==> src/inc/uar_params.svh <==
/*
 * offsets, field positions, reset values and timing counts
 * of the serial receiver block.
 * assumes a 32-bit bus with one register per aligned word.
 */
`ifndef UAR_PARAMS_SVH
`define UAR_PARAMS_SVH

// ****************************************
// register byte offsets
// ****************************************
`define UAR_OFF_RXSC 8'h00
`define UAR_OFF_RXDATA 8'h04
`define UAR_OFF_BAUD 8'h08
`define UAR_OFF_TXSC 8'h0C
`define UAR_OFF_IRQEN 8'h10
`define UAR_OFF_IRQFLAG 8'h14

// ****************************************
// receive status and control fields
// ****************************************
`define UAR_RX_PORT_EN 7
`define UAR_RX_NINE 6
`define UAR_RX_SINGLE 5
`define UAR_RX_CONT 4
`define UAR_RX_ADDR 3
`define UAR_RX_FRAMING_ERROR_FLAG 2
`define UAR_RX_OVERRUN_ERROR_FLAG 1
`define UAR_RX_BIT9 0

// ****************************************
// transmit status and control fields
// ****************************************
`define UAR_TX_CLKSRC 7
`define UAR_TX_NINE 6
`define UAR_TX_EN 5
`define UAR_TX_SYNC 4
`define UAR_TX_SPEED 2
`define UAR_TX_EMPTY 1
`define UAR_TX_BIT9 0

// ****************************************
// reset values and timing
// ****************************************
`define UAR_RST_TXSC 8'h02
`define UAR_RST_TX_EMPTY 1'b1
`define UAR_RST_BYTE 8'h00
`define UAR_OVERSAMPLE 16
`define UAR_LOW_SPEED_MUL 4
`define UAR_SAMPLE_A 4'h7
`define UAR_SAMPLE_B 4'h8
`define UAR_SAMPLE_C 4'h9
`define UAR_BIT_LAST 4'hF

`endif

==> src/inc/uar_pkg.sv <==
/*
 * types of the serial receiver block.
 * assumes uar_params.svh for the numbers.
 */
package uar_pkg;

    // receive queue entry
    typedef struct packed {
        logic framing_error_flag;
        logic bit9;
        logic [7:0] data;
    } uar_entry_s;

    // receive status and control, writable part
    typedef struct packed {
        logic port_enable;
        logic nine_bit_receive_select;
        logic single_receive_enable;
        logic continuous_receive_enable;
        logic address_detect_enable;
    } uar_rxctl_s;

    // transmit status and control
    typedef struct packed {
        logic clock_source_select;
        logic nine_bit_transmit_select;
        logic transmit_enable;
        logic mode_sync;
        logic speed_select;
        logic transmit_ninth_bit;
    } uar_txctl_s;

    typedef enum logic [1:0] {
        RX_IDLE = 2'b00,
        RX_START = 2'b01,
        RX_DATA = 2'b10,
        RX_STOP = 2'b11
    } uar_rx_st_e;

endpackage

==> src/uar_rx.sv <==
/*
 * asynchronous serial receiver with two-entry queue, framing
 * and overrun flags, nine-bit reception and address detection,
 * plus the transmit status/control register, on an ahb-lite slave.
 * assumes a single 10 MHz hclk, the receive pin from outside the
 * clock domain, and the transmit datapath reporting its shift
 * register state on the same clock.
 */
// The AHB-Lite interface to the registers and the register offsets were chosen for this implementation.
`timescale 1ns/10ps
`default_nettype none
`include "uar_params.svh"

module uar_rx
    import uar_pkg::*;
#(
    parameter int QDEPTH = 2
) (
    // clock and reset
    input wire logic hclk,
    input wire logic hresetn,
    // ahb-lite slave
    input wire logic hsel,
    input wire logic [7:0] haddr,
    input wire logic [1:0] htrans,
    input wire logic hwrite,
    input wire logic [2:0] hsize,
    input wire logic [31:0] hwdata,
    input wire logic hready,
    output logic [31:0] hrdata,
    output logic hreadyout,
    output logic hresp,
    // serial line and transmitter status
    input wire logic rx_pin,
    input wire logic tx_shift_full,
    // to the rest of the chip
    output logic rx_irq_req,
    output logic receive_flag,
    output uar_txctl_s tx_ctl,
    output logic tx_master_clock,
    output logic tx_active
);

    // ****************************************
    // registers
    // ****************************************
    uar_rxctl_s rxctl_r;
    uar_txctl_s txctl_r;
    logic [7:0] baud_r;
    logic irq_en_r;
    logic empty_r;
    logic [7:0] wr_addr_r;
    logic wr_pend_r;
    logic [7:0] rd_addr_r;
    logic rd_pend_r;
    logic [31:0] hrdata_r;
    logic hready_r;

    logic [7:0] brg_cnt_r;
    logic [1:0] pre_cnt_r;
    logic tick_r;
    logic rx_s1_r;
    logic rx_s2_r;

    uar_rx_st_e st_r;
    logic [3:0] os_r;
    logic [3:0] bit_r;
    logic [8:0] sh_r;
    logic samp_a_r;
    logic samp_b_r;

    uar_entry_s q_r [QDEPTH];
    logic head_r;
    logic [1:0] cnt_r;
    logic overrun_error_flag_r;
    logic irq_r;
    logic flag_r;

    logic accept;
    logic baud_wr;
    logic rxsc_wr;
    logic pop;
    logic maj;
    logic done;
    logic rx_run;
    logic keep;
    logic push;
    logic wr_idx;
    uar_entry_s head_e;
    uar_entry_s new_e;
    logic [7:0] rd_mux;

    // ****************************************
    // bus decode
    // ****************************************
    assign accept = hsel & htrans[1] & hready;
    assign baud_wr = wr_pend_r & (wr_addr_r == `UAR_OFF_BAUD);
    assign rxsc_wr = wr_pend_r & (wr_addr_r == `UAR_OFF_RXSC);
    assign pop = rd_pend_r & (rd_addr_r == `UAR_OFF_RXDATA) & (cnt_r != 2'd0);

    always_ff @(posedge hclk or negedge hresetn) begin
        if (!hresetn) begin
            wr_pend_r <= 1'b0;
            wr_addr_r <= 8'h00;
            rd_pend_r <= 1'b0;
            rd_addr_r <= 8'h00;
            hready_r <= 1'b1;
        end else begin
            // reads take one wait state so that a write just before them is seen
            wr_pend_r <= accept & hwrite;
            rd_pend_r <= accept & ~hwrite;
            hready_r <= ~(accept & ~hwrite);
            if (accept) begin
                wr_addr_r <= {haddr[7:2], 2'b00};
                rd_addr_r <= {haddr[7:2], 2'b00};
            end
        end
    end

    assign head_e = q_r[head_r];

    always_comb begin
        rd_mux = 8'h00;
        unique case (rd_addr_r)
            `UAR_OFF_RXSC: rd_mux = {rxctl_r, head_e.framing_error_flag, overrun_error_flag_r, head_e.bit9};
            `UAR_OFF_RXDATA: rd_mux = head_e.data;
            `UAR_OFF_BAUD: rd_mux = baud_r;
            `UAR_OFF_TXSC: rd_mux = {txctl_r.clock_source_select, txctl_r.nine_bit_transmit_select,
                                      txctl_r.transmit_enable, txctl_r.mode_sync, 1'b0,
                                      txctl_r.speed_select, empty_r, txctl_r.transmit_ninth_bit};
            `UAR_OFF_IRQEN: rd_mux = {7'h00, irq_en_r};
            `UAR_OFF_IRQFLAG: rd_mux = {7'h00, flag_r};
            default: rd_mux = 8'h00;
        endcase
    end

    always_ff @(posedge hclk or negedge hresetn) begin
        if (!hresetn) begin
            hrdata_r <= 32'h0000_0000;
        end else if (rd_pend_r) begin
            hrdata_r <= {24'h00_0000, rd_mux};
        end
    end

    assign hrdata = hrdata_r;
    assign hreadyout = hready_r;
    assign hresp = 1'b0;

    // ****************************************
    // control registers
    // ****************************************
    always_ff @(posedge hclk or negedge hresetn) begin
        if (!hresetn) begin
            rxctl_r <= '0;
        end else if (rxsc_wr) begin
            rxctl_r <= hwdata[7:3];
        end
    end

    always_ff @(posedge hclk or negedge hresetn) begin
        if (!hresetn) begin
            txctl_r <= '0;
        end else if (wr_pend_r && wr_addr_r == `UAR_OFF_TXSC) begin
            txctl_r.clock_source_select <= hwdata[`UAR_TX_CLKSRC];
            txctl_r.nine_bit_transmit_select <= hwdata[`UAR_TX_NINE];
            txctl_r.transmit_enable <= hwdata[`UAR_TX_EN];
            txctl_r.mode_sync <= hwdata[`UAR_TX_SYNC];
            txctl_r.speed_select <= hwdata[`UAR_TX_SPEED];
            txctl_r.transmit_ninth_bit <= hwdata[`UAR_TX_BIT9];
        end
    end

    always_ff @(posedge hclk or negedge hresetn) begin
        if (!hresetn) begin
            baud_r <= `UAR_RST_BYTE;
            irq_en_r <= 1'b0;
        end else if (wr_pend_r) begin
            if (wr_addr_r == `UAR_OFF_BAUD) begin
                baud_r <= hwdata[7:0];
            end
            if (wr_addr_r == `UAR_OFF_IRQEN) begin
                irq_en_r <= hwdata[0];
            end
        end
    end

    // shift register status tracks the transmitter; empty from reset
    always_ff @(posedge hclk or negedge hresetn) begin
        if (!hresetn) begin
            empty_r <= `UAR_RST_TX_EMPTY;
        end else begin
            empty_r <= ~tx_shift_full;
        end
    end

    // clock source only matters in sync mode; receive overrides transmit there
    always_ff @(posedge hclk or negedge hresetn) begin
        if (!hresetn) begin
            tx_master_clock <= 1'b0;
            tx_active <= 1'b0;
        end else begin
            tx_master_clock <= txctl_r.mode_sync & txctl_r.clock_source_select;
            tx_active <= rxctl_r.port_enable & txctl_r.transmit_enable
                         & ~(txctl_r.mode_sync & (rxctl_r.single_receive_enable
                         | rxctl_r.continuous_receive_enable));
        end
    end

    assign tx_ctl = txctl_r;

    // ****************************************
    // baud generator, 16x oversample tick
    // ****************************************
    // a write to the divisor restarts the count so the new rate shows at once
    always_ff @(posedge hclk or negedge hresetn) begin
        if (!hresetn) begin
            brg_cnt_r <= 8'h00;
            pre_cnt_r <= 2'b00;
            tick_r <= 1'b0;
        end else if (baud_wr || !rxctl_r.port_enable) begin
            brg_cnt_r <= 8'h00;
            pre_cnt_r <= 2'b00;
            tick_r <= 1'b0;
        end else if (brg_cnt_r == baud_r) begin
            brg_cnt_r <= 8'h00;
            pre_cnt_r <= pre_cnt_r + 2'b01;
            // low speed divides four times further; speed unused in sync mode
            tick_r <= ~txctl_r.mode_sync
                      & (txctl_r.speed_select | (pre_cnt_r == 2'(`UAR_LOW_SPEED_MUL - 1)));
        end else begin
            brg_cnt_r <= brg_cnt_r + 8'h01;
            tick_r <= 1'b0;
        end
    end

    // ****************************************
    // receive pin synchroniser
    // ****************************************
    always_ff @(posedge hclk or negedge hresetn) begin
        if (!hresetn) begin
            rx_s1_r <= 1'b1;
            rx_s2_r <= 1'b1;
        end else begin
            rx_s1_r <= rx_pin;
            rx_s2_r <= rx_s1_r;
        end
    end

    // ****************************************
    // data recovery
    // ****************************************
    assign rx_run = rxctl_r.port_enable & rxctl_r.continuous_receive_enable
                    & ~txctl_r.mode_sync & ~overrun_error_flag_r;
    assign maj = (samp_a_r & samp_b_r) | (samp_a_r & rx_s2_r) | (samp_b_r & rx_s2_r);
    assign done = tick_r & (st_r == RX_STOP) & (os_r == `UAR_SAMPLE_C);

    always_ff @(posedge hclk or negedge hresetn) begin
        if (!hresetn) begin
            st_r <= RX_IDLE;
            os_r <= 4'h0;
            bit_r <= 4'h0;
            sh_r <= 9'h000;
            samp_a_r <= 1'b1;
            samp_b_r <= 1'b1;
        end else if (!rx_run) begin
            st_r <= RX_IDLE;
            os_r <= 4'h0;
        end else if (tick_r) begin
            os_r <= os_r + 4'h1;
            if (os_r == `UAR_SAMPLE_A) begin
                samp_a_r <= rx_s2_r;
            end
            if (os_r == `UAR_SAMPLE_B) begin
                samp_b_r <= rx_s2_r;
            end
            unique case (st_r)
                RX_IDLE: begin
                    os_r <= 4'h0;
                    if (!rx_s2_r) begin
                        st_r <= RX_START;
                    end
                end
                RX_START: begin
                    // false start: back to hunting, no error
                    if (os_r == `UAR_SAMPLE_A) begin
                        if (rx_s2_r) begin
                            st_r <= RX_IDLE;
                        end
                    end else if (os_r == `UAR_BIT_LAST) begin
                        st_r <= RX_DATA;
                        bit_r <= 4'h0;
                    end
                end
                RX_DATA: begin
                    if (os_r == `UAR_SAMPLE_C) begin
                        sh_r <= {maj, sh_r[8:1]};
                    end
                    if (os_r == `UAR_BIT_LAST) begin
                        bit_r <= bit_r + 4'h1;
                        if (bit_r == (rxctl_r.nine_bit_receive_select ? 4'h8 : 4'h7)) begin
                            st_r <= RX_STOP;
                        end
                    end
                end
                RX_STOP: begin
                    if (os_r == `UAR_SAMPLE_C) begin
                        st_r <= RX_IDLE;
                    end
                end
            endcase
        end
    end

    // ****************************************
    // receive queue
    // ****************************************
    always_comb begin
        new_e.framing_error_flag = ~maj;
        if (rxctl_r.nine_bit_receive_select) begin
            new_e.bit9 = sh_r[8];
            new_e.data = sh_r[7:0];
        end else begin
            new_e.bit9 = 1'b0;
            new_e.data = sh_r[8:1];
        end
    end

    // nine-bit address mode drops characters whose ninth bit is clear
    assign keep = ~(rxctl_r.address_detect_enable & rxctl_r.nine_bit_receive_select
                    & ~new_e.bit9);
    assign push = done & keep & ((cnt_r != 2'(QDEPTH)) | pop);
    assign wr_idx = head_r ^ cnt_r[0];

    generate
        for (genvar i = 0; i < QDEPTH; i++) begin : g_entry
            always_ff @(posedge hclk or negedge hresetn) begin
                if (!hresetn) begin
                    q_r[i] <= '0;
                end else if (!rxctl_r.port_enable) begin
                    q_r[i] <= '0;
                end else if (push && wr_idx == 1'(i)) begin
                    q_r[i] <= new_e;
                end
            end
        end
    endgenerate

    always_ff @(posedge hclk or negedge hresetn) begin
        if (!hresetn) begin
            head_r <= 1'b0;
            cnt_r <= 2'd0;
        end else if (!rxctl_r.port_enable) begin
            head_r <= 1'b0;
            cnt_r <= 2'd0;
        end else begin
            if (pop) begin
                head_r <= ~head_r;
            end
            cnt_r <= cnt_r + 2'(push) - 2'(pop);
        end
    end

    // overrun: set on a whole third character, set wins over the clear
    always_ff @(posedge hclk or negedge hresetn) begin
        if (!hresetn) begin
            overrun_error_flag_r <= 1'b0;
        end else if (done && keep && cnt_r == 2'(QDEPTH) && !pop) begin
            overrun_error_flag_r <= 1'b1;
        end else if (!rxctl_r.port_enable || !rxctl_r.continuous_receive_enable) begin
            overrun_error_flag_r <= 1'b0;
        end
    end

    // ****************************************
    // receive flag and interrupt request
    // ****************************************
    // queue occupancy drives these, the request also gated by the interrupt enable, never the framing flag
    always_ff @(posedge hclk or negedge hresetn) begin
        if (!hresetn) begin
            flag_r <= 1'b0;
            irq_r <= 1'b0;
        end else begin
            flag_r <= rxctl_r.port_enable & (cnt_r != 2'd0 || push) & !(cnt_r == 2'd1 && pop && !push);
            irq_r <= irq_en_r & rxctl_r.port_enable
                     & (cnt_r != 2'd0 || push) & !(cnt_r == 2'd1 && pop && !push);
        end
    end

    assign receive_flag = flag_r;
    assign rx_irq_req = irq_r;

endmodule // uar_rx

`default_nettype wire

==> config.mk <==
export PLATFORM = sky130hd
export DESIGN_NAME = uar_rx
export DESIGN_NICKNAME = d
export VERILOG_FILES = /design/src/inc/uar_pkg.sv /design/src/uar_rx.sv
export VERILOG_INCLUDE_DIRS = /design/src /design/src/inc
export SDC_FILE = /design/constraint.sdc
export NUM_CORES = 1
export LEC_CHECK = 0
export ABC_AREA = 1
export BUFFER_PORTS_ARGS = -buffer_cell sky130_fd_sc_hd__buf_2
export CELL_PAD_IN_SITES_DETAIL_PLACEMENT = 1
export CELL_PAD_IN_SITES_GLOBAL_PLACEMENT = 2
export CORE_ASPECT_RATIO = 0.8
export CORE_MARGIN = 10
export CORE_UTILIZATION = 30
export CTS_BUF_LIST = sky130_fd_sc_hd__clkbuf_4 sky130_fd_sc_hd__clkbuf_8
export CTS_CLUSTER_SIZE = 28
export DETAILED_ROUTE_END_ITERATION = 16
export PLACE_DENSITY = 0.76
export SYNTH_ARGS = -nofsm -noshare
export SYNTH_HDL_FRONTEND = slang
export SYNTH_SLANG_ARGS = --single-unit
==> constraint.sdc <==
create_clock -name hclk -period 5.55 [get_ports hclk]
set_input_delay 0 -clock hclk [delete_from_list [all_inputs] [get_ports hclk]]
set_output_delay 0 -clock hclk [all_outputs]
set_load 0.05 [all_outputs]
======== Word level (Yosys, flattened, before mapping) ========
Cells that the tools add are included.
storage, ports and cells
  register bits ........................... 100
  bits in read-only memories .............. 0
  bits in writable memories ............... 0
  bits in latches ......................... 0
  word-level logic and storage cells ...... 196
  memories ................................ 0
  input bits .............................. 52
operators by class
  $mul .................................... 0
  shift-type cells ........................ 0
  add/subtract/negate cells ............... 6
  order comparisons ....................... 1
  eq/ne operators ......................... 31
  reductions and logical operators ........ 29
  bitwise logic cells ..................... 48
  divide/modulo/power cells ............... 0
  multiplexer cells ....................... 38
operators by type and width
  cell                 number
  $mux 10              7
  $pmux 8 s6           1
  $and 1x1->1          30
  $mux 4               7
  $mux 2               12
  $mux 8               2
  $eq 4x4->1 const B   3
  $eq 6x2->1 const B   2
  $eq 6x3->1 const B   2
  $not 1->1            11
  $ne 2x2->1 const B   5
  $mux 9               1
  $ne 3x3->1 const B   3
  $add 4x1->4 const B  2
  $add 8x1->8 const B  1
  $eq 2x2->1 const B   4
  $eq 8x8->1           1
  $logic_and 1x1->1    8
  $logic_not 8->1      1
  $ne 4x4->1 const B   2
  $pmux 2 s4           1
  $pmux 4 s2           1
  $reduce_bool 2->1    4
  $reduce_and 7->1     1
  21 further kinds     41

======== Longest topological paths before layout ========
Gate-level depths: netlist of the first run.
  depth in word-level cells ............... 10
  mapped depth ............................ 12
  depth with buffers taken out ............ 12

======== Least setup slack after synthesis of the first run ========
Ideal clock, no wire load.
  path kind ............................... flip-flop to flip-flop
  from .................................... register os_r[1]
  to ...................................... register cnt_r[1]
  required time ........................... 5425 ps
  data arrival time ....................... 1704 ps
  period minus slack after synthesis ...... 1829 ps
  cell stages (with the launch flop) ...... 13
  library setup time ...................... 125 ps
  path slack .............................. 3721 ps
  cells stage by stage .................... dfrtp_1 > inv_1 > ha_1 > nand3_2 > nor2_1 > nand3_1 > inv_2 > nand2_1 > ha_1 > inv_1 > ha_1 > xor2_1 > nor2_1
on the way
  cells in the longest elaborated chain, start to end .. 7
ends and longest elaborated chain
  item                         line           RTL
  start: declaration           uar_rx.sv:66   logic [3:0] os_r;
  start signal: assignment     uar_rx.sv:269  os_r <= os_r + 4'h1;
  $eq 4x4->1 (no source line)  -
  $and 1x1->1                  uar_rx.sv:255  assign done = tick_r & (st_r == RX_STOP) & (os_r == `UAR_SAMPLE_C);
  $and 1x1->1 (2 in series)    uar_rx.sv:331  assign push = done & keep & ((cnt_r != 2'(QDEPTH)) | pop);
  $add 2x1->2                  uar_rx.sv:359  cnt_r <= cnt_r + 2'(push) - 2'(pop);
  $sub 2x1->2                  uar_rx.sv:359
  $mux 2                       uar_rx.sv:352  end else if (!rxctl_r.port_enable) begin
  end signal: assignment       uar_rx.sv:359
  end: declaration             uar_rx.sv:74   logic [1:0] cnt_r;
Every way passes these cells.
A chain may end at the register's enable or synchronous reset.

======== Worst setup path after layout of the first run ========
  from .................................... register rd_pend_r
  to ...................................... register cnt_r[1]
on the way
  cells in the longest elaborated chain, start to end .. 7
ends and longest elaborated chain
  item                           line           RTL
  start: declaration             uar_rx.sv:55   logic rd_pend_r;
  start signal: assignment       uar_rx.sv:111  rd_pend_r <= accept & ~hwrite;
  $and 1x1->1 (*) (2 in series)  uar_rx.sv:99   assign pop = rd_pend_r & (rd_addr_r == `UAR_OFF_RXDATA) & (cnt_r != 2'd0);
  $or 1x1->1                     uar_rx.sv:331
  $and 1x1->1                    uar_rx.sv:331
  $add 2x1->2                    uar_rx.sv:359
  $sub 2x1->2 (*)                uar_rx.sv:359
  $mux 2 (*)                     uar_rx.sv:352
Every way passes the cells marked *; elsewhere a longest branch is shown, timed or not.

==> results_dict.tcl, run 1 <==
set metrics [dict create \
    groute.layer.met3.usage_pct 3.12 \
    grt_antenna_before_repair 0 \
    post_placement_worst_setup_slack_ns 3.42 \
    number_of_global_route_vias_before_repair 4715 \
    postSynthAreaPerCell_um2 8.24 \
    maximum_number_of_pins_on_one_net_before_global_route_repair 56 \
    numCtsBuffers 9 \
    max_stage_delay_ns 0.61 \
    max-cap-violations 0 \
    postRouteWirelength_mm 15.2 \
    die_height_um 140 \
    synthesis.area_um2 5370 \
    power.share.sequential_pct 48.9 \
    crit_path_max_fanout 9 \
    clock_latency_ns 0.39 \
    grt.total_usage_pct 13.0 \
    power_per_cell_area_nw_per_um2 284 \
    cts.hold.buffers_added 18 \
    switching_share_pct 33.3 \
    antennaDiodeCount 0 \
    gr-usage-met1_pct 18.5 \
    p_sw_uw 573 \
    grt_first_pass_wirelength_mm 25.4 \
    synth_cell_types 42 \
    grt.met2_usage_pct 19.6 \
    fin_tns_setup_ns 0 \
    synthesis.yosys.warnings 0 \
    start_util_pct 30.8 \
    clock-root-buffer "clkbuf_8" \
    ctsResizeCount 0 \
    dp_hpwl_mm 11.6 \
    relative_slew_slack_pct 49.1 \
    critPathMostFrequentCell "ha_1" \
    design_power_total_mw 1.72 \
    drc_errors 0 \
    drive_above_1_share_pct 16.6 \
    clock_tree.htree_level_count 3 \
    layout_setup_ws_ns 3.40 \
    floorplan.io_pins 96 \
    hold_ws_ns 0.145 \
    post_drt_wl_per_cell_um 16.2 \
    pwr-share-comb_pct 19.6 \
    class_of_the_tightest_hold_or_removal_check "in -> reg" \
    nNetsFinal 767 \
    worst_setup_path_start_kind "register" \
    final-max-slew-violation-count 0 \
    r2r-start "rd_pend_r$_DFF_PN0_" \
    setup_skew_ns 0.0175 \
    drt.antenna.violating_nets 0 \
    globalplace.congestion 0.803 \
    syn2layout_area_growth_pct 13.0 \
    power_report.internal_total_mw 1.15 \
    synth_cells 652 \
    rows 43 \
    detailedRoute.firstIterationViolations 228 \
    core_region_area_um2 17400 \
    post_cts_buffers 0 \
    vdd_ir_drop_max_uv 108 \
    overflow 0 \
    clk_pin_slew_worst_paths_ns 0.11 \
    worstSetupPathType "reg -> reg" \
    grt_setup_unrepaired "false" \
    routed_via_density 4.69 \
    cell_with_the_largest_stage_delay_on_the_worst_path "dfrtp_1" \
    startpoint "rd_pend_r$_DFF_PN0_" \
    total_of_endpoints_with_negative_setup_slack_in_the_final_report 0 \
    critPathRequiredTime_ns 5.88 \
    commonest_non_fill_non_tap_cell_in_the_layout "nand2_1" \
    critPathCaptureType "register" \
    hold_path_startpoint "htrans[1]" \
    cts_max_path_buffers 2 \
    cts_sinks 100 \
    detailroute.via_count 4395 \
    status "finished, final reports clean" \
    finalCriticalPeriod_ns 2.15 \
    synth.ff_latch_count 100 \
    tritoncts_clock_tree "built" \
    critical_path.cell_chain "inv_2 -> nor2_2 -> nand3_4 -> nand2_4 -> nand2_1 -> ha_1 -> inv_1 -> ha_1 -> xor2_1 -> nor2_1" \
    drt_first_pass_iters 4 \
    worst_pin_slew_ns 0.763 \
    layout.cells.most_common_list "182 x nand2_1, 94 x dfrtp_1, 69 x inv_1, 55 x nor2_1, 39 x buf_2" \
    arrival_ns 2.47 \
    synth.yosys.seq_area_share_pct 46.7 \
    design.die.area_um2 23700 \
    total_leakage_power_nw 3.16 \
    fin_crit_sh_pct 38.7 \
    die_width_um 170 \
    report.final.hold_viol_count 0 \
    timing.fmax_mhz 466 \
    highest_utilization_routing_layer_at_the_global_route_stage "met2" \
    port_buffers 40 \
    clockPowerShare_pct 31.5 \
]
==> stage by stage <==
stage / cell area [um2] / utilization (%) / std cells
final: 6070 / 34.8 / 937
after global routing: 6070 / 34.8 / 937
after CTS: 6070 / 34.8 / 937
after detailed placement: 5670 / 32.5 / 903
after global placement: 5670 / 32.5 / 903
after floorplan: 5460 / - / 676
==> cell type report <==
cell class | count | area (um2)
Fill cell | 2137 | 11400
Timing Repair Buffer | 60 | 398
Tap cell | 225 | 282
Inverter | 78 | 295
Clock inverter | 5 | 85.1
Multi-Input combinational cell | 458 | 2360
Clock buffer | 11 | 139
Sequential cell | 100 | 2510
==> worst paths after layout <==
path	to	slack [ns]	cells past startpoint
max	cnt_r[1]$_DFF_PN0_	3.40	10
min reg2reg	rx_s2_r$_DFF_PN1_	0.37	0
max reg2reg	cnt_r[1]$_DFF_PN0_	3.40	10
min in group asynchronous	os_r[3]$_DFFE_PN0N_	0.16	2
max in group asynchronous	sh_r[2]$_DFFE_PN0P_	4.16	3
min	wr_pend_r$_DFF_PN0_	0.15	3
==> worst max-delay path: cells and delay by family (launching register included) <==
kind | cells | cell delay (ns)
xor gates and xnor gates | 1 | 0.16
adders and majority gates | 2 | 0.45
buffers and inverters | 2 | 0.26
DFF | 1 | 0.61
and+or+nand+nor | 5 | 0.61
==> layer usage <==
layer  wire length, um  share of wire (%)
met1              7760                 51
met5                 0                  0
met2              6720                 44
met3               618                4.1
met4               121               0.79
==> synth_stat cells, drive strengths merged <==
| master | number | share of area, % |
|---|---|---|
| nand2 | 191 | 14 |
| dfrtp | 94 | 44 |
| inv | 76 | 5.3 |
| nor2 | 64 | 5.7 |
| o21ai | 47 | 4.8 |
| nand3 | 46 | 5.8 |
| buf | 38 | 5.4 |
| a21oi | 26 | 2.7 |
| nand4 | 15 | 1.7 |
| ha | 8 | 1.9 |
| nor3 | 8 | 0.75 |
| xnor2 | 7 | 1.1 |
| dfstp | 6 | 2.9 |
| mux2 | 4 | 0.98 |
| xor2 | 4 | 0.65 |
| a21boi | 3 | 0.42 |
| o22ai | 3 | 0.35 |
| clkbuf | 2 | 0.14 |
| clkinv | 2 | 0.19 |
| o211ai | 2 | 0.28 |
| a211oi | 1 | 0.14 |
| a31oi | 1 | 0.12 |
| conb | 1 | 0.070 |
| maj3 | 1 | 0.19 |
| nand3b | 1 | 0.37 |
| or2 | 1 | 0.12 |
==> power by group through the flow <==
stage          clock network, mW  registers [mW]  logic (mW)
2_1_floorplan                  0           0.872       0.225
4_1_cts                    0.562           0.842       0.343
6_report                   0.543           0.842       0.338
3_3_place_gp                   0           0.853       0.313
3_5_place_dp                   0           0.856       0.330
5_1_grt                    0.592           0.852       0.382
==> flip-flops by register name (all words and copies together), names as in the netlist, 5 cells and up <==
name	count
q_r	20
sh_r	9
baud_r	8
brg_cnt_r	8
hrdata	8
rd_addr_r	6
tx_ctl	6
rxctl_r	5
==> cells by family after synthesis <==
logic type      Yosys count  share of synthesized area, %
simple gates            326                          28.6
other cells               1                        0.0698
compound gates           83                          8.81
xor+xnor                 11                          1.79
mux                       4                         0.978
fa+ha+maj                 9                          2.05
buf+inv                 118                          11.0
flops                   100                          46.7
(Power assumes the default switching activity.)
==> run 2: changes to the inputs <==
--- a/config.mk
+++ b/config.mk
@@ -6,7 +6,7 @@
 export SDC_FILE = /design/constraint.sdc
 export NUM_CORES = 1
 export LEC_CHECK = 0
-export ABC_AREA = 1
+export ABC_AREA = 0
 export BUFFER_PORTS_ARGS = -buffer_cell sky130_fd_sc_hd__buf_2
 export CELL_PAD_IN_SITES_DETAIL_PLACEMENT = 1
 export CELL_PAD_IN_SITES_GLOBAL_PLACEMENT = 2
@@ -16,7 +16,7 @@
 export CTS_BUF_LIST = sky130_fd_sc_hd__clkbuf_4 sky130_fd_sc_hd__clkbuf_8
 export CTS_CLUSTER_SIZE = 28
 export DETAILED_ROUTE_END_ITERATION = 16
-export PLACE_DENSITY = 0.76
+export PLACE_DENSITY = 0.72
 export SYNTH_ARGS = -nofsm -noshare
 export SYNTH_HDL_FRONTEND = slang
 export SYNTH_SLANG_ARGS = --single-unit
==> constraint.sdc (replaced) <==
create_clock -name hclk -period 1.7 [get_ports hclk]
set_input_delay 0 -clock hclk [delete_from_list [all_inputs] [get_ports hclk]]
set_output_delay 0 -clock hclk [all_outputs]
set_load 0.05 [all_outputs]
==> run 2 against run 1 <==
The flow now finishes with violations (setup timing). Critical endpoint unchanged. Largest power group unchanged. Combinational power grew to 2.8 times the previous value. Global-route usage shrank 0.80 points. Synthesized area shrank 2.4%. Register-to-register slack lost 4.1 ns. First-iteration DRC count shrank 20%. Sequential power grew to 3.1 times the previous value. Sequential share of layout area shrank 4.3 points. Clock skew shrank 0.0021 ns. Count of clock-buffer cells in the layout shrank 1. Critical path type unchanged. Synthesized cell count shrank 30%.
==> results_dict.tcl, run 2 <==
set metrics [dict create \
    finalCriticalPeriod_ns 2.44 \
    synth_cells 455 \
    final-max-slew-violation-count 0 \
    synth_compound_area_share_pct 5.23 \
    design_power_total_mw 5.38 \
    synth.yosys.seq_area_share_pct 47.9 \
    cts_max_path_buffers 2 \
    floorplan.io_pins 96 \
    drive_above_1_share_pct 40.7 \
    cell_with_the_largest_stage_delay_on_the_worst_path "or4b_4" \
    routed_via_density 4.76 \
    largest_register "q_r" \
    fin_crit_sh_pct 144 \
    class_of_the_tightest_hold_or_removal_check "in -> async" \
    largest_register_ffs 20 \
    synthesis.yosys.warnings 0 \
    synth_top_area_share_pct 44.9 \
    dp_hpwl_mm 10.1 \
    post_drt_wl_per_cell_um 18.3 \
    tritoncts_clock_tree "built" \
    rows 43 \
    max_stage_delay_ns 0.51 \
    numCtsBuffers 9 \
    synth_cell_types 63 \
    power_per_cell_area_nw_per_um2 793 \
    synth-xor-area-share_pct 3.01 \
    drt.antenna.violating_nets 0 \
    die_height_um 138 \
    synth.ff_latch_count 100 \
    port_buffers 40 \
    globalplace.congestion 0.801 \
    worst_setup_path_start_kind "register" \
    commonest_non_fill_non_tap_cell_in_the_layout "dfrtp_1" \
    drc_errors 0 \
    syn2layout_area_growth_pct 29.4 \
    number_of_global_route_vias_before_repair 4162 \
    cts_sinks 100 \
    clk_pin_slew_worst_paths_ns 0.10 \
    worst_path_dominant_cell_family "simple AND/OR/NAND/NOR gates" \
    netlist_top_cells_area "dfrtp_1 45%, mux2_2 12%, mux2i_1 4.2%" \
    arrival_ns 2.70 \
    violations "setup timing" \
    setup_skew_ns 0.0154 \
    nNetsFinal 628 \
    drt_first_pass_iters 4 \
    design.die.area_um2 23200 \
    layout.cells.most_common_list "92 x dfrtp_1, 46 x buf_4, 43 x nand2_1, 40 x mux2_2, 39 x buf_2" \
    max-cap-violations 0 \
    clock_tree.htree_level_count 3 \
    postRouteWirelength_mm 14.6 \
    vdd_ir_drop_max_uv 330 \
    clock_latency_ns 0.37 \
    postSynth.topFlopCell "dfrtp_1" \
    antennaDiodeCount 0 \
    grt_first_pass_wirelength_mm 23.4 \
    post-route-util_pct 39.3 \
    worstSetupPathType "reg -> reg" \
    grt.total_usage_pct 12.2 \
    fin_tns_setup_ns -15.96 \
    synth.area.mux_share_pct 19.2 \
    total_of_endpoints_with_negative_setup_slack_in_the_final_report 61 \
    status "complete, but fails checks" \
    path_buf_inv 2 \
    critPathCaptureType "register" \
    top_regs "q_r x20, sh_r x9" \
    adder_cell_share_of_the_synthesized_area_pct 2.10 \
    synth-edff-count 0 \
    layout_setup_ws_ns -0.743 \
    design_area_um2 6790 \
    detailroute.via_count 3791 \
    start_util_pct 30.4 \
    maximum_number_of_pins_on_one_net_before_global_route_repair 55 \
    dominant_combinational_cell_family_by_area_after_synthesis "multiplexers" \
    critical_path.cell_chain "inv_2 -> ha_4 -> nand4b_4 -> or4b_4 -> or2_1 -> ha_1 -> inv_2 -> ha_4 -> xnor2_2 -> xnor2_1 -> and2_1" \
    core_region_area_um2 17300 \
    synthesis.area_um2 5240 \
    crit_path_max_fanout 2 \
    postSynthAreaPerCell_um2 11.5 \
    timing.fmax_mhz 409 \
    async_sr_flop_fraction_pct 100 \
    total_leakage_power_nw 3.00 \
    die_width_um 168 \
    grt_antenna_before_repair 0 \
    grt_setup_unrepaired "true" \
    clock-root-buffer "clkbuf_8" \
    yosys-top-cells-count "94 x dfrtp_1, 56 x mux2_2, 44 x nand2_1" \
    overflow 0 \
    detailedRoute.firstIterationViolations 183 \
    synth_top_area_cell "dfrtp_1" \
    critPathRequiredTime_ns 1.96 \
    report.final.hold_viol_count 0 \
    synthMostInstantiatedCell "dfrtp_1" \
    simple_logic_cell_fraction_of_the_synthesized_area_pct 14.8 \
    dpl_cell_area_um2 5970 \
]
## run 2: cell types whose count changed after synthesis, sizes merged, moves of 5 or more
cell / change
o21ai: -32
nand3: -22
xnor2: +8
mux2i: +22
a21oi: -17
nand2: -147
and2: +6
nand4: -10
mux2: +52
clkbuf: +7
nor2: -45
inv: -59
mux4: +7
nor4: +5
## run 2: path summary, 6_finish.rpt
check                                     from                  end  slack, ns  depth (start not counted)
max in group asynchronous              hresetn    rx_s2_r$_DFF_PN1_       0.92                          3
setup reg to reg           os_r[1]$_DFFE_PN0N_   cnt_r[1]$_DFF_PN0_      -0.74                         11
hold / removal                         hresetn  sh_r[1]$_DFFE_PN0P_       0.08                          2
hold reg to reg              rx_s1_r$_DFF_PN1_    rx_s2_r$_DFF_PN1_       0.36                          0
setup / recovery           os_r[1]$_DFFE_PN0N_   cnt_r[1]$_DFF_PN0_      -0.74                         11
min in group hclk                    htrans[1]  wr_pend_r$_DFF_PN0_       0.14                          3
## run 2: layout make-up
type | instances | area (um2)
fillers | 1879 | 10500
repair buffers | 123 | 1010
clock inverters | 5 | 100
multi-input cells | 316 | 2670
clock buffers | 10 | 138
well taps | 225 | 282
flip-flops and latches | 100 | 2510
inverters | 18 | 67.6
## run 2: where the power goes
part | switching, mW | internal [mW]
sequential | 0.119 | 2.49
combinational | 0.568 | 0.380
clock | 0.826 | 1.01
## run 2: metal layers
| layer | share of wire (%) | wire [um] | GRT usage (%) |
|---|---|---|---|
| met1 | 48 | 7050 | 16.6 |
| met2 | 48 | 6980 | 19.5 |
| met3 | 3.0 | 442 | 2.78 |
| met4 | 0.84 | 123 | 2.38 |
| met5 | 0 | 0 | 0 |
## run 2: logic make-up (layout without fill, tap and decap cells)
| kind of cell | Yosys count | in the layout |
|---|---|---|
| compound gates | 41 | 41 |
| xor+xnor | 18 | 18 |
| fa+ha+maj | 9 | 9 |
| buf+inv | 63 | 156 |
| flops | 100 | 100 |
| mux | 85 | 85 |
| other cells | 1 | 25 |
| simple gates | 138 | 138 |
## run 2: what timing repair did
item | 4_1_cts | 5_1_grt
endpoints found under the hold margin | 125 | 0
gates resized for setup | 26 | 41
pin swaps | 7 | 10
hold buffers | 18 | 0
cloned | 2 | 0
setup endpoints to repair | 64 | 73
setup buffers | 8 | 8
## run 2: worst reg2reg max path: cells and delay by family (launching register included)
family	cells	cell delay, ns
and+or+nand+nor	4	0.99
buffers and inverters	2	0.13
xor gates and xnor gates	2	0.25
adders and majority gates	3	0.56
DFF	1	0.41
## run 2: metrics by stage
step                hold slack (ns)  std cells  worst slack, ns
finish                       0.0798        797           -0.743
global route                 0.0988        797           -0.820
CTS                          0.0927        793           -0.734
detailed placement          -0.0468        751           -0.808
global placement            -0.0573        751           -0.758
floorplan                    -0.296        479           -0.793
==> run 3: changes to the inputs <==
--- a/config.mk
+++ b/config.mk
@@ -12,11 +12,11 @@
 export CELL_PAD_IN_SITES_GLOBAL_PLACEMENT = 2
 export CORE_ASPECT_RATIO = 0.8
 export CORE_MARGIN = 10
-export CORE_UTILIZATION = 30
+export CORE_UTILIZATION = 34
 export CTS_BUF_LIST = sky130_fd_sc_hd__clkbuf_4 sky130_fd_sc_hd__clkbuf_8
 export CTS_CLUSTER_SIZE = 28
 export DETAILED_ROUTE_END_ITERATION = 16
-export PLACE_DENSITY = 0.72
+export PLACE_DENSITY = 0.8
 export SYNTH_ARGS = -nofsm -noshare
 export SYNTH_HDL_FRONTEND = slang
 export SYNTH_SLANG_ARGS = --single-unit
==> run 3 against run 2 <==
The flow still finishes with violations (setup timing). Critical path depth did not move. Count of clock-buffer cells in the layout fell by 1. Maximum frequency fell by 5.6%. Via count rose by 1.3%. Clock skew rose by 0.0022 ns. Total power fell by 4.9%. Sequential power barely moved. Global-route usage rose by 1.3 points. Largest cell class unchanged.
==> results_dict.tcl, run 3 (same netlist as run 2, synthesis figures left out) <==
set metrics [dict create \
    clock-root-buffer "clkbuf_8" \
    cts_max_path_buffers 2 \
    clock_tree.htree_level_count 3 \
    dp_hpwl_mm 10.1 \
    worstSetupPathType "reg -> reg" \
    dpl.cell_count 735 \
    number_of_global_route_vias_before_repair 4193 \
    numCtsBuffers 9 \
    class_of_the_tightest_hold_or_removal_check "in -> async" \
    detailedRoute.firstIterationViolations 160 \
    hold_ws_ns 0.0766 \
    r2r-start "os_r[1]$_DFFE_PN0N_" \
    worst_setup_path_start_kind "register" \
    rows 40 \
    layout.cells.most_common_list "92 x dfrtp_1, 48 x buf_4, 44 x nand2_1, 39 x buf_2, 36 x mux2_2" \
    reg2reg_slack_ns -0.89 \
    layout_setup_ws_ns -0.888 \
    antennaDiodeCount 0 \
    floorplan.io_pins 96 \
    total_of_endpoints_with_negative_setup_slack_in_the_final_report 65 \
    final-max-slew-violation-count 0 \
    grt_first_pass_wirelength_mm 22.9 \
    largest_register_ffs 20 \
    vdd_ir_drop_max_uv 335 \
    violations "setup timing" \
    largest_register "q_r" \
    drt_first_pass_iters 5 \
    crit-reg2reg-capture "cnt_r[1]$_DFF_PN0_" \
    globalplace.congestion 0.786 \
    timing.fmax_mhz 386 \
    routed_via_density 4.88 \
    grt.total_usage_pct 13.5 \
    crit_path_max_fanout 2 \
    tritoncts_clock_tree "built" \
    drt.antenna.violating_nets 0 \
    grt_setup_unrepaired "true" \
    core_region_area_um2 15100 \
    start_util_pct 34.8 \
    total_leakage_power_nw 2.99 \
    max-cap-violations 0 \
    drive_above_1_share_pct 41.8 \
    nNetsFinal 633 \
    critPathRequiredTime_ns 1.97 \
    postRouteWirelength_mm 14.7 \
    cts_sinks 100 \
    status "complete, but fails checks" \
    arrival_ns 2.86 \
    die_height_um 131 \
    top_regs "q_r x20, sh_r x9" \
    commonest_non_fill_non_tap_cell_in_the_layout "dfrtp_1" \
    overflow 0 \
    port_buffers 40 \
    syn2layout_area_growth_pct 29.3 \
    power_per_cell_area_nw_per_um2 755 \
    clock_latency_ns 0.38 \
    finalCriticalPeriod_ns 2.59 \
    design.die.area_um2 20800 \
    die_width_um 159 \
    worst-r2r-cell-count 11 \
    post-route-util_pct 45.0 \
    grt_antenna_before_repair 0 \
    maximum_number_of_pins_on_one_net_before_global_route_repair 50 \
    stdcell_count 787 \
    setup_skew_ns 0.0176 \
    report.final.hold_viol_count 0 \
    fin_crit_sh_pct 152 \
    drc_errors 0 \
    detailroute.via_count 3840 \
    post_drt_wl_per_cell_um 18.7 \
    clk_pin_slew_worst_paths_ns 0.10 \
    critPathCaptureType "register" \
    post_placement_worst_setup_slack_ns -0.886 \
]
==> run 3: changes by cell type in the layout (fill, tap and decap cells not counted), moves of 3 or more <==
cell and change:
buf_6 +3, nand3_1 -3, nor2_2 +5, nor2_1 -4, nand3_2 +3, mux2_2 -4, clkinv_4 +3, mux2_4 +4
==> run 3: per-layer routing <==
layer  global-route usage, %  share of wire [%]  wire [um]  up-vias
li1                        -                  -          -     1771
met1                    17.5                 47       6920     1995
met2                    23.2                 49       7270       61
met3                    2.84                2.6        382       13
met4                    2.25               0.80        118        0
met5                       0                  0          0        -
==> run 3: metrics by stage <==
step	instance area, um2	total power [mW]	setup TNS (ns)
2_1_floorplan	5380	3.24	-7.29
3_3_place_gp	5930	3.45	-10.80
3_5_place_dp	5930	3.48	-14.53
4_1_cts	6460	5.08	-18.77
5_1_grt	6780	5.37	-32.75
6_report	6780	5.12	-27.98
==> run 3: worst max-delay path by stage <==
stage                   startpoint                 end  slack [ns]  depth (start not counted)
2_1_floorplan  os_r[1]$_DFFE_PN0N_  cnt_r[1]$_DFF_PN0_       -0.79                         11
3_3_place_gp   os_r[1]$_DFFE_PN0N_  cnt_r[1]$_DFF_PN0_       -0.76                         11
3_5_place_dp   os_r[1]$_DFFE_PN0N_  cnt_r[1]$_DFF_PN0_       -0.89                         11
4_1_cts        os_r[1]$_DFFE_PN0N_  cnt_r[1]$_DFF_PN0_       -0.83                         11
5_1_grt        os_r[1]$_DFFE_PN0N_  cnt_r[1]$_DFF_PN0_       -0.98                         11
6_report       os_r[1]$_DFFE_PN0N_  cnt_r[1]$_DFF_PN0_       -0.89                         11
==> run 3: area by class of cell <==
type | instances | area, um2
timing repair buffer | 128 | 1060
multi-input combinational | 316 | 2690
inverter | 18 | 67.6
sequential | 100 | 2510
tap | 210 | 263
clock inverter | 6 | 66.3
fill | 1648 | 8280
clock buffer | 9 | 124
==> run 3: repair_timing <==
item / CTS / global route
buffers inserted: 3 / 14
pin swaps: 4 / 22
setup endpoints to repair: 63 / 74
hold buffers: 18 / 0
hold endpoints to repair: 118 / 0
gates cloned: 0 / 2
resized for setup: 31 / 41
==> run 3: worst max-delay path: stages, from the launching register on <==
cell	delay, ns
dfrtp_1	0.40
inv_2	0.09
ha_4	0.14
nand4b_4	0.11
or4b_4	0.56
or2_1	0.24
ha_1	0.30
inv_2	0.05
ha_4	0.16
xnor2_2	0.13
xnor2_1	0.13
and2_1	0.16
==> run 3: where the power goes <==
| group | switching, mW | internal (mW) |
|---|---|---|
| Combinational | 0.589 | 0.398 |
| Clock | 0.862 | 0.676 |
| Sequential | 0.110 | 2.49 |
| Total | 1.56 | 3.56 |
